==> config.mk <==
export PLATFORM = sky130hd
export DESIGN_NAME = csmp_port
export DESIGN_NICKNAME = d
export VERILOG_FILES = /design/src/design/csmp_pkg.sv /design/src/design/csmp_sync_if.sv /design/src/design/csmp_port.sv /design/src/design/csmp_sync.sv
export SDC_FILE = /design/constraint.sdc
export NUM_CORES = 1
export LEC_CHECK = 0
export BUFFER_PORTS_ARGS = -buffer_cell sky130_fd_sc_hd__buf_4
export CAP_MARGIN = 20
export CORE_MARGIN = 1
export CORE_UTILIZATION = 62
export CTS_CLUSTER_SIZE = 10
export DETAILED_ROUTE_END_ITERATION = 10
export PLACE_DENSITY = 0.81
export RECOVER_POWER = 50
export REMOVE_ABC_BUFFERS = 1
export SYNTH_ARGS = -nofsm -noshare
export SYNTH_HDL_FRONTEND = slang
export SYNTH_HIERARCHICAL = 1
export SYNTH_SLANG_ARGS = --single-unit
==> constraint.sdc <==
create_clock -name ref_clk -period 3.55 [get_ports ref_clk]
set_input_delay 0.5325 -clock ref_clk [delete_from_list [all_inputs] [get_ports ref_clk]]
set_output_delay 0.5325 -clock ref_clk [all_outputs]
set_load 0.005 [all_outputs]
==> src/design/csmp_pkg.sv <==
// package for the codec serial control port: pin indices, command layouts, reset values
// assumes a single 40 MHz ref_clk domain; all serial pins arrive asynchronously
//
// Functional notes
// - Sample clock level at every select activation
// - Clock high: LSB first, primary pin bidirectional
// - Clock low: MSB first, primary out, secondary in
// - Device ignores incoming bits during reads; code still copies them into wdat, without a write strobe
// - Access is command byte then data byte
// - First eight clocks carry the command byte
// - Command byte gives direction and register address
// - Clocks nine to sixteen carry the data
// - Primary pin released while select is high
// - Bit order follows mode, no configuration
// - Command layout differs per mode
// - Sample on rising edge, drive on falling
// - Bytes after the command are data
package csmp_pkg;

  // synchroniser lanes
  localparam int unsigned SYNC_W     = 4;
  localparam int unsigned IDX_SCLK   = 0;
  localparam int unsigned IDX_CS_N   = 1;
  localparam int unsigned IDX_PDATA  = 2;
  localparam int unsigned IDX_SDATA  = 3;

  localparam int unsigned BYTE_BITS  = 8;
  localparam int unsigned ADDR_W     = 4;

  // command layout, clock-idle-high (lsb first) mode
  localparam int unsigned LSB_RW_POS   = 7;
  localparam int unsigned LSB_ADDR_LO  = 0;
  // command layout, clock-idle-low (msb first) mode
  localparam int unsigned MSB_RW_POS   = 0;
  localparam int unsigned MSB_ADDR_LO  = 4;

  // reset values, and the index of a byte's last bit
  localparam logic [7:0]  RST_BYTE   = 8'h00;
  localparam logic [2:0]  RST_CNT    = 3'h0;
  localparam logic [3:0]  RST_ADDR   = 4'h0;
  localparam logic [2:0]  LAST_BIT   = 3'h7;

  // transfer state, one-hot
  typedef enum logic [2:0] {
    ST_IDLE = 3'b001,
    ST_CMD  = 3'b010,
    ST_DATA = 3'b100
  } csmp_state_t;

endpackage

==> src/design/csmp_sync_if.sv <==
// carrier for synchronised pin levels and their edge pulses
// assumes the producer and consumer share ref_clk
`timescale 1ns/1ps
`default_nettype none

interface csmp_sync_if #(parameter int unsigned W = 4);
  logic [W-1:0] lvl;
  logic [W-1:0] rise;
  logic [W-1:0] fall;
  modport src (output lvl, output rise, output fall);
  modport dst (input lvl, input rise, input fall);
endinterface

`default_nettype wire

==> src/design/csmp_port.sv <==
// serial control port: two-byte command/data transfers to internal registers
// assumes the register file answers a read strobe with data on the next ref_clk
`timescale 1ns/1ps
`default_nettype none

module csmp_port #(
  parameter int unsigned AW = csmp_pkg::ADDR_W
) (
  // clock and reset
  input  wire logic          ref_clk,
  input  wire logic          rst_n,
  // serial pins
  input  wire logic          sclk_pin,
  input  wire logic          cs_n_pin,
  input  wire logic          primary_serial_data_pin_i,
  output logic               primary_serial_data_pin_o,
  output logic               primary_serial_data_pin_oe,
  input  wire logic          secondary_serial_receive_pin,
  // register file side
  output logic [AW-1:0]      reg_addr,
  output logic [7:0]         reg_wr_data,
  output logic               reg_wr_stb,
  output logic               reg_rd_stb,
  input  wire logic [7:0]    reg_rd_data,
  // status
  output logic               lsb_mode
);

  ////////////////////////////////////////////////////////////////////////////
  // pin synchronisers

  csmp_sync_if #(.W(csmp_pkg::SYNC_W)) pins ();

  csmp_sync #(.W(csmp_pkg::SYNC_W)) u_sync (
    .ref_clk  (ref_clk),
    .rst_n    (rst_n),
    .async_in ({secondary_serial_receive_pin, primary_serial_data_pin_i,
                cs_n_pin, sclk_pin}),
    .sync     (pins.src)
  );

  logic sclk_lvl;
  logic sclk_rise;
  logic sclk_fall;
  logic cs_lvl_n;
  logic cs_act;
  logic cs_rel;
  assign sclk_lvl  = pins.lvl[csmp_pkg::IDX_SCLK];
  assign sclk_rise = pins.rise[csmp_pkg::IDX_SCLK];
  assign sclk_fall = pins.fall[csmp_pkg::IDX_SCLK];
  assign cs_lvl_n  = pins.lvl[csmp_pkg::IDX_CS_N];
  assign cs_act    = pins.fall[csmp_pkg::IDX_CS_N];
  assign cs_rel    = pins.rise[csmp_pkg::IDX_CS_N];

  ////////////////////////////////////////////////////////////////////////////
  // state

  typedef struct packed {
    csmp_pkg::csmp_state_t st;
    logic                  lsb;
    logic [2:0]            cnt;
    logic [7:0]            rx;
    logic [7:0]            tx;
    logic                  rd;
    logic                  load;
    logic [AW-1:0]         addr;
    logic [7:0]            wdat;
    logic                  wstb;
    logic                  rstb;
    logic                  dout;
    logic                  oe;
  } csmp_port_st_t;

  csmp_port_st_t s_q;
  csmp_port_st_t s_d;

  logic       rx_bit;
  logic [7:0] rx_next;

  // the receive pin depends on the mode caught at activation
  always_comb begin
    rx_bit = s_q.lsb ? pins.lvl[csmp_pkg::IDX_PDATA]
                     : pins.lvl[csmp_pkg::IDX_SDATA];
    rx_next = s_q.lsb ? {rx_bit, s_q.rx[7:1]}
                      : {s_q.rx[6:0], rx_bit};
  end

  ////////////////////////////////////////////////////////////////////////////
  // transfer sequencing

  // strobes last one cycle; a released select always wins over a byte end
  always_comb begin
    s_d      = s_q;
    s_d.wstb = 1'b0;
    s_d.rstb = 1'b0;
    s_d.load = s_q.rstb;
    // read data arrives the cycle after the strobe
    if (s_q.load) begin
      s_d.tx = reg_rd_data;
    end
    unique case (s_q.st)
      csmp_pkg::ST_IDLE: begin
        s_d.oe = 1'b0;
      end
      csmp_pkg::ST_CMD: begin
        // command bits sampled on rising edges
        if (sclk_rise) begin
          s_d.rx  = rx_next;
          s_d.cnt = s_q.cnt + 3'h1;
          if (s_q.cnt == csmp_pkg::LAST_BIT) begin
            s_d.st = csmp_pkg::ST_DATA;
            // each mode keeps its own command layout
            if (s_q.lsb) begin
              s_d.rd   = rx_next[csmp_pkg::LSB_RW_POS];
              s_d.addr = rx_next[csmp_pkg::LSB_ADDR_LO +: AW];
            end else begin
              s_d.rd   = rx_next[csmp_pkg::MSB_RW_POS];
              s_d.addr = rx_next[csmp_pkg::MSB_ADDR_LO +: AW];
            end
            s_d.rstb = s_d.rd;
          end
        end
      end
      csmp_pkg::ST_DATA: begin
        // read data goes out on falling edges only
        if (sclk_fall && s_q.rd) begin
          s_d.oe   = 1'b1;
          s_d.dout = s_q.lsb ? s_q.tx[0] : s_q.tx[7];
          s_d.tx   = s_q.lsb ? {1'b0, s_q.tx[7:1]} : {s_q.tx[6:0], 1'b0};
        end
        if (sclk_rise) begin
          // incoming bits during a read are counted and copied to wdat but never strobed
          s_d.rx  = rx_next;
          s_d.cnt = s_q.cnt + 3'h1;
          if (s_q.cnt == csmp_pkg::LAST_BIT) begin
            // later bytes stay data, writes repeat to the same address
            s_d.wstb = ~s_q.rd;
            s_d.wdat = rx_next;
            s_d.rstb = s_q.rd;
          end
        end
      end
      default: begin
        s_d.st = csmp_pkg::ST_IDLE;
      end
    endcase
    // activation restarts the command byte and catches the mode
    if (cs_act) begin
      s_d.st  = csmp_pkg::ST_CMD;
      s_d.lsb = sclk_lvl;
      s_d.cnt = csmp_pkg::RST_CNT;
      s_d.oe  = 1'b0;
    end
    // release drops any partial byte and releases the pin
    if (cs_rel || cs_lvl_n) begin
      s_d.st   = csmp_pkg::ST_IDLE;
      s_d.oe   = 1'b0;
      s_d.wstb = 1'b0;
      s_d.rstb = 1'b0;
    end
  end

  always_ff @(posedge ref_clk or negedge rst_n) begin
    if (!rst_n) begin
      s_q      <= '0;
      s_q.st   <= csmp_pkg::ST_IDLE;
      s_q.rx   <= csmp_pkg::RST_BYTE;
      s_q.tx   <= csmp_pkg::RST_BYTE;
      s_q.wdat <= csmp_pkg::RST_BYTE;
      s_q.addr <= csmp_pkg::RST_ADDR;
    end else begin
      s_q <= s_d;
    end
  end

  // outputs straight from the state register
  assign primary_serial_data_pin_o  = s_q.dout;
  assign primary_serial_data_pin_oe = s_q.oe;
  assign reg_addr                   = s_q.addr;
  assign reg_wr_data                = s_q.wdat;
  assign reg_wr_stb                 = s_q.wstb;
  assign reg_rd_stb                 = s_q.rstb;
  assign lsb_mode                   = s_q.lsb;

  ////////////////////////////////////////////////////////////////////////////
  // assertions

  property p_mode_capture;
    @(posedge ref_clk) disable iff (!rst_n)
    (cs_act && !cs_lvl_n) |=> (s_q.lsb == $past(sclk_lvl));
  endproperty
  a_mode_capture: assert property (p_mode_capture)
    else $error("mode not taken from clock level at select");

  property p_release_hiz;
    @(posedge ref_clk) disable iff (!rst_n)
    cs_lvl_n |=> !s_q.oe;
  endproperty
  a_release_hiz: assert property (p_release_hiz)
    else $error("primary pin driven while select high");

  property p_cmd_start;
    @(posedge ref_clk) disable iff (!rst_n)
    (cs_act && !cs_lvl_n) |=> (s_q.st == csmp_pkg::ST_CMD) && (s_q.cnt == 3'h0);
  endproperty
  a_cmd_start: assert property (p_cmd_start)
    else $error("command byte not restarted at select");

  property p_no_write_on_read;
    @(posedge ref_clk) disable iff (!rst_n)
    s_q.wstb |-> !s_q.rd && $past(s_q.st == csmp_pkg::ST_DATA);
  endproperty
  a_no_write_on_read: assert property (p_no_write_on_read)
    else $error("write strobe during read or outside data byte");

  property p_drive_on_fall;
    @(posedge ref_clk) disable iff (!rst_n)
    $rose(s_q.oe) |-> $past(sclk_fall) && s_q.rd;
  endproperty
  a_drive_on_fall: assert property (p_drive_on_fall)
    else $error("output enabled away from a falling clock edge");

  property p_abandon;
    @(posedge ref_clk) disable iff (!rst_n)
    cs_rel |=> (s_q.st == csmp_pkg::ST_IDLE) && !s_q.wstb ##1 !s_q.wstb;
  endproperty
  a_abandon: assert property (p_abandon)
    else $error("write issued after select release");

  property p_data_stays;
    @(posedge ref_clk) disable iff (!rst_n)
    (s_q.st == csmp_pkg::ST_DATA) && !cs_act |=> (s_q.st != csmp_pkg::ST_CMD);
  endproperty
  a_data_stays: assert property (p_data_stays)
    else $error("later byte taken as command");

  property p_read_load;
    @(posedge ref_clk) disable iff (!rst_n)
    s_q.rstb |=> s_q.load ##1 (s_q.tx == $past(reg_rd_data));
  endproperty
  a_read_load: assert property (p_read_load)
    else $error("read data not loaded after read strobe");

  c_write: cover property (@(posedge ref_clk) disable iff (!rst_n) s_q.wstb && !s_q.lsb);
  c_write_lsb: cover property (@(posedge ref_clk) disable iff (!rst_n) s_q.wstb && s_q.lsb);
  c_read: cover property (@(posedge ref_clk) disable iff (!rst_n) s_q.rstb ##[1:200] s_q.oe);

endmodule

`default_nettype wire

==> src/design/csmp_sync.sv <==
// two-flop synchroniser with edge detection for W asynchronous pins
// assumes ref_clk is well above the pin toggle rate (5x or more)
`timescale 1ns/1ps
`default_nettype none

module csmp_sync #(
  parameter int unsigned W = 4
) (
  // clock and reset
  input  wire logic         ref_clk,
  input  wire logic         rst_n,
  // raw pins
  input  wire logic [W-1:0] async_in,
  // synchronised side
  csmp_sync_if.src          sync
);

  typedef struct packed {
    logic [W-1:0] s1;
    logic [W-1:0] s2;
    logic [W-1:0] s3;
  } csmp_sync_st_t;

  csmp_sync_st_t s_q;
  csmp_sync_st_t s_d;

  // first stage only feeds the second; edges look at stages two and three
  always_comb begin
    s_d    = s_q;
    s_d.s1 = async_in;
    s_d.s2 = s_q.s1;
    s_d.s3 = s_q.s2;
  end

  // idle pins reset high so no false edge appears at release
  always_ff @(posedge ref_clk or negedge rst_n) begin
    if (!rst_n) begin
      s_q <= '1;
    end else begin
      s_q <= s_d;
    end
  end

  assign sync.lvl  = s_q.s2;
  assign sync.rise = s_q.s2 & ~s_q.s3;
  assign sync.fall = ~s_q.s2 & s_q.s3;

endmodule

`default_nettype wire

# Word level (Yosys, flattened, before mapping)
# Cells that the tools add are included.
classes:
  add_sub_neg: 1
  n_eq_ne: 8
  n_mux: 27
  n_bitwise: 5
  n_reduce_logical: 14
op_table:
  columns: ["op", "count"]
  rows:
  - ["$mux 8", 5]
  - ["$mux 11", 2]
  - ["$ne 4x4->1 const B", 3]
  - ["$mux 1", 9]
  - ["$mux 3", 3]
  - ["$reduce_and 3->1", 3]
  - ["$reduce_and 2->1", 4]
  - ["$mux 7", 1]
  - ["$eq 3x3->1 const B", 2]
  - ["$mux 2", 3]
  - ["$pmux 3 s2", 1]
  - ["$and 2x2->2", 2]
  - ["$mux 4", 1]
  - ["$not 2->2", 2]
  - ["$pmux 1 s2", 2]
  - ["$reduce_bool 2->1", 2]
  - ["$reduce_bool 4->1", 1]
  - ["$reduce_or 2->1", 2]
  - ["$add 3x1->3 const B", 1]
  - ["$eq 3x1->1 const B", 1]
  - ["$eq 3x2->1 const B", 1]
  - ["$ne 3x1->1 const B", 1]
  - ["$logic_and 1x1->1", 1]
  - ["$logic_or 1x1->1", 1]
  - ["$not 1->1", 1]
word_totals:
  reg_bits: 51
  inputBits: 14
  output_inout_bits: 17
  wordCells: 71

# Logic depth before layout (Yosys ltp)
depth:
  word_depth: 7
  mapped_depth: 6
  mapped_depth_nobuf: 5

# Modules after synthesis
# Netlist, hierarchy kept.
by_module_without_submodules:
  columns: ["mod", "n_inst", "cells_per_inst", "area_each_um2", "seq_area_each_um2"]
  rows:
  - ["csmp_port", 1, 179, 2070.7, 1027.2]
  - ["csmp_sync", 1, 24, 415.4, 315.3]

# Worst setup path before layout
# Ideal clock, no wire load.
synth_path:
  path_type: "register -> register"
  start: "register u_sync/s_q[0] (netlist name)"
  end: "register s_q (netlist bit reg_wr_data[0])"
  setup_time_ns: 0.125
  t_arrival_ns: 1.518
  t_required_ns: 3.425
  setup_slack_ns: 1.907
  path_stages_with_launch: 6
  path_buffers: 1
  synth_period_minus_slack_ns: 1.643
  path_cell_list: "dfstp_2 -> and2b_2 -> and3b_1 -> buf_2 -> nand2_2 -> mux2_2"
synth_between:
  elab_chain_cells: 3
synth_lines:
  columns: ["item", "line", "source"]
  rows:
  - ["from (decl)", "csmp_sync.sv:24", "csmp_sync_st_t s_q;"]
  - ["from (signal assigned)", "csmp_sync.sv:38", "s_q <= '1;"]
  - ["from (signal assigned)", "csmp_sync.sv:40", "s_q <= s_d;"]
  - ["$not 2->2", "csmp_sync.sv:45", "assign sync.rise = s_q.s2 & ~s_q.s3;"]
  - ["$and 2x2->2", "csmp_sync.sv:45", null]
  - ["named net pins.rise[0]", "csmp_sync_if.sv:8", "logic [W-1:0] rise;"]
  - ["$reduce_and 3->1 (no line)", null, null]
  - ["to (decl)", "csmp_port.sv:74", "csmp_port_st_t s_q;"]
# The timed path passes the listed nets, and every way through them passes these cells.
# A chain may end at the register's enable or synchronous reset.

# Final worst setup path
layout_path:
  start: "register s_q (netlist bit lsb_mode)"
  end: "output lsb_mode"
layout_rtl:
  columns: ["item", "line", "source"]
  rows:
  - ["to (decl)", "csmp_port.sv:26", "output logic lsb_mode"]
# No word-level cell between the ends.

==> results by group <==
Run
  • Max_cap viols: 0

Drt
  • Total number of vias: 1,396
  • First-pass DRT Iterations: 4
  • Iter 0 DRT Violations: 49
  • Wire length per cell: 14.9 um
  • DRC Markers: 0
  • Vias per cell: 5.41
  • Routed WL: 3850 um
  • Remaining antenna violation count after routing: 0

Final layout
  • Layout net count: 226
  • Layout cells sized above 1: 33.8%
  • Final Core Density: 70.5%
  • Fillers: 274
  • Cell Count, Final, Fillers Out: 258
  • Area growth syn-to-layout: 8.40%
  • Multi-input logic area: 911 um^2
  • N_diodes: 0
  • Final instance area: 0.00260 mm^2
  • Register area: 0.00129 mm^2

Power and ir drop
  • Clock share of power: 33.6%
  • Leakage: 1.24 nW
  • Sw power: 0.235 mW
  • Switching Fraction: 23.5%
  • Pint: 0.764 mW
  • PD cells: 384 mW/mm^2
  • Gate power share: 5.2%
  • Power Total: 0.999 mW
  • Flop pwr share: 61.2%
  • Max VDD drop: 0.000351 V

Worst setup path
  • Family with the most delay on the worst path: flip-flops
  • Crit path kind: flip-flop to primary output
  • Worst Setup End Kind: primary output
  • Worst Setup Start Kind: flip-flop
  • FF-to-FF path depth: 5
  • Crit path required time: 3.02 ns
  • Crit-path max cell delay: 0.90 ns
  • Critical-path cell list: buf_4
  • CP Data Arrival Time: 1.44 ns
  • Reg2Reg Capture Point: reg_wr_data[6]
  • Peak fanout along the critical path: 28
  • Worst path bufs/invs: 1
  • Slowest-stage cell, CP: dfrtp_1
  • R2r setup slk: 1.78 ns
  • Reg-to-reg startpoint: s_q[34]

Synthesis
  • Syn_area_per_cell: 12.2 um^2
  • YS warnings: 6
  • Post-Syn Instances: 197
  • Mapped Area: 0.00240 mm^2

Outcome
  • Outcome: finished, final reports clean

STA
  • Clk_skew: 0.00670 ns
  • Final Hold Vio Count: 0
  • Tightest Pin Transition: 0.841 ns
  • Hold slack: 0.237 ns
  • Final period util: 55.6%
  • Final min period: 1.98 ns
  • Relative slew slack: 43.9%
  • Final Setup Violations: 0
  • Setup_tns: 0 ns
  • RSZ-0062 raised after global routing: false
  • Final worst setup slack: 1.57 ns
  • Fmax: 506 MHz
  • Slew Limit Fails: 0

Floorplanning
  • Core Area: 0.00369 mm^2
  • Die X: 64.2 um
  • Total I/O pin count: 31
  • # rows: 22
  • Initial Util: 65.0%
  • Die area: 0.00412 mm^2
  • Chip height: 64.2 um

Clock tree
  • Post-CTS Resized: 0
  • CTS buffer count: 5
  • CTS root buffer: clkbuf_8
  • Hold buffer count at CTS: 0
  • Clock Sinks: 51
  • CTS tree: done
  • H-tree depth: 2
  • Clk Latency, worst-skew pair: 0.30 ns
  • CTS max path bufs: 2
  • Clock transition at path regs: 0.09 ns
  • Postcts setup bufs: 0

Placed design
  • Buffers on Ports: 30
  • Inst Count DP: 250
  • Setup WS pre-CTS: 1.79 ns
  • Placer Congestion: 0.821
  • HPWL after detailed placement: 2860 um
  • Placement Cell Area: 0.00251 mm^2

Global route
  • Gr usage total: 21.7%
  • Vias in the first global route: 1,484
  • Largest net degree at the start of global routing: 52
  • Global-route wire length before repair: 6640 um
  • Remaining Overflow, GRT: 0
  • Initial antenna violation count: 0

Worst hold path
  • Worst hold path class: input port to async pin
==> layout by cell type, fill, tap and decap left out, types with 3 or more instances in the layout <==
master and count:
dfrtp_1 40, buf_4 26, nand3_1 3, nand2b_1 6, clkbuf_4 4, clkbuf_8 5
a31oi_1 6, ha_1 3, mux2_1 8, a21oi_1 8, mux2i_1 22, inv_1 6
nand2_1 14, dfstp_2 9, o21ai_0 8, and2b_2 4, mux2_2 11
==> flip-flops by register name, indices dropped and copies added (netlist names) <==
register / flops
u_sync/s_d: 4
u_sync/sync.lvl: 4
primary_serial_data_pin_oe: 1
u_sync/s_q: 2
primary_serial_data_pin_o: 1
reg_wr_data: 8
s_q: 24
lsb_mode: 1
reg_addr: 4
reg_wr_stb: 1
reg_rd_stb: 1
==> worst max-delay path by stage <==
stage | cells past startpoint | slack (ns) | start | endpoint
after floorplan | 4 | 1.96 | u_sync/s_q[0] | reg_wr_data[0]
after global placement | 4 | 1.88 | u_sync/s_q[0] | reg_wr_data[7]
after detailed placement | 5 | 1.79 | s_q[34] | reg_wr_data[6]
after CTS | 1 | 1.54 | lsb_mode | lsb_mode
after global routing | 1 | 1.45 | lsb_mode | lsb_mode
final | 1 | 1.57 | lsb_mode | lsb_mode
==> cell type report <==
type / instances / area share, %
clock inverters: 3 / 0.866
clock buffers: 5 / 2.65
inverters: 6 / 0.866
repair buffers: 30 / 8.66
well taps: 48 / 2.31
multi-input cells: 115 / 35.0
flip-flops and latches: 51 / 49.6
==> metal layers <==
metal	up-vias	track usage, %	routed length, um
met5	-	0	0
met4	0	10.8	74
met3	8	5.54	156
met2	30	36.3	1960
met1	674	26.1	1660
li1	684	-	-
==> power groups by stage <==
stage	logic, mW	clock network [mW]	registers (mW)
6_report	0.0515	0.336	0.612
5_1_grt	0.0573	0.371	0.615
4_1_cts	0.0529	0.342	0.613
3_5_place_dp	0.0529	0	0.624
3_3_place_gp	0.0512	0	0.623
2_1_floorplan	0.0240	0	0.619
Power figures use the tool's default switching activity.
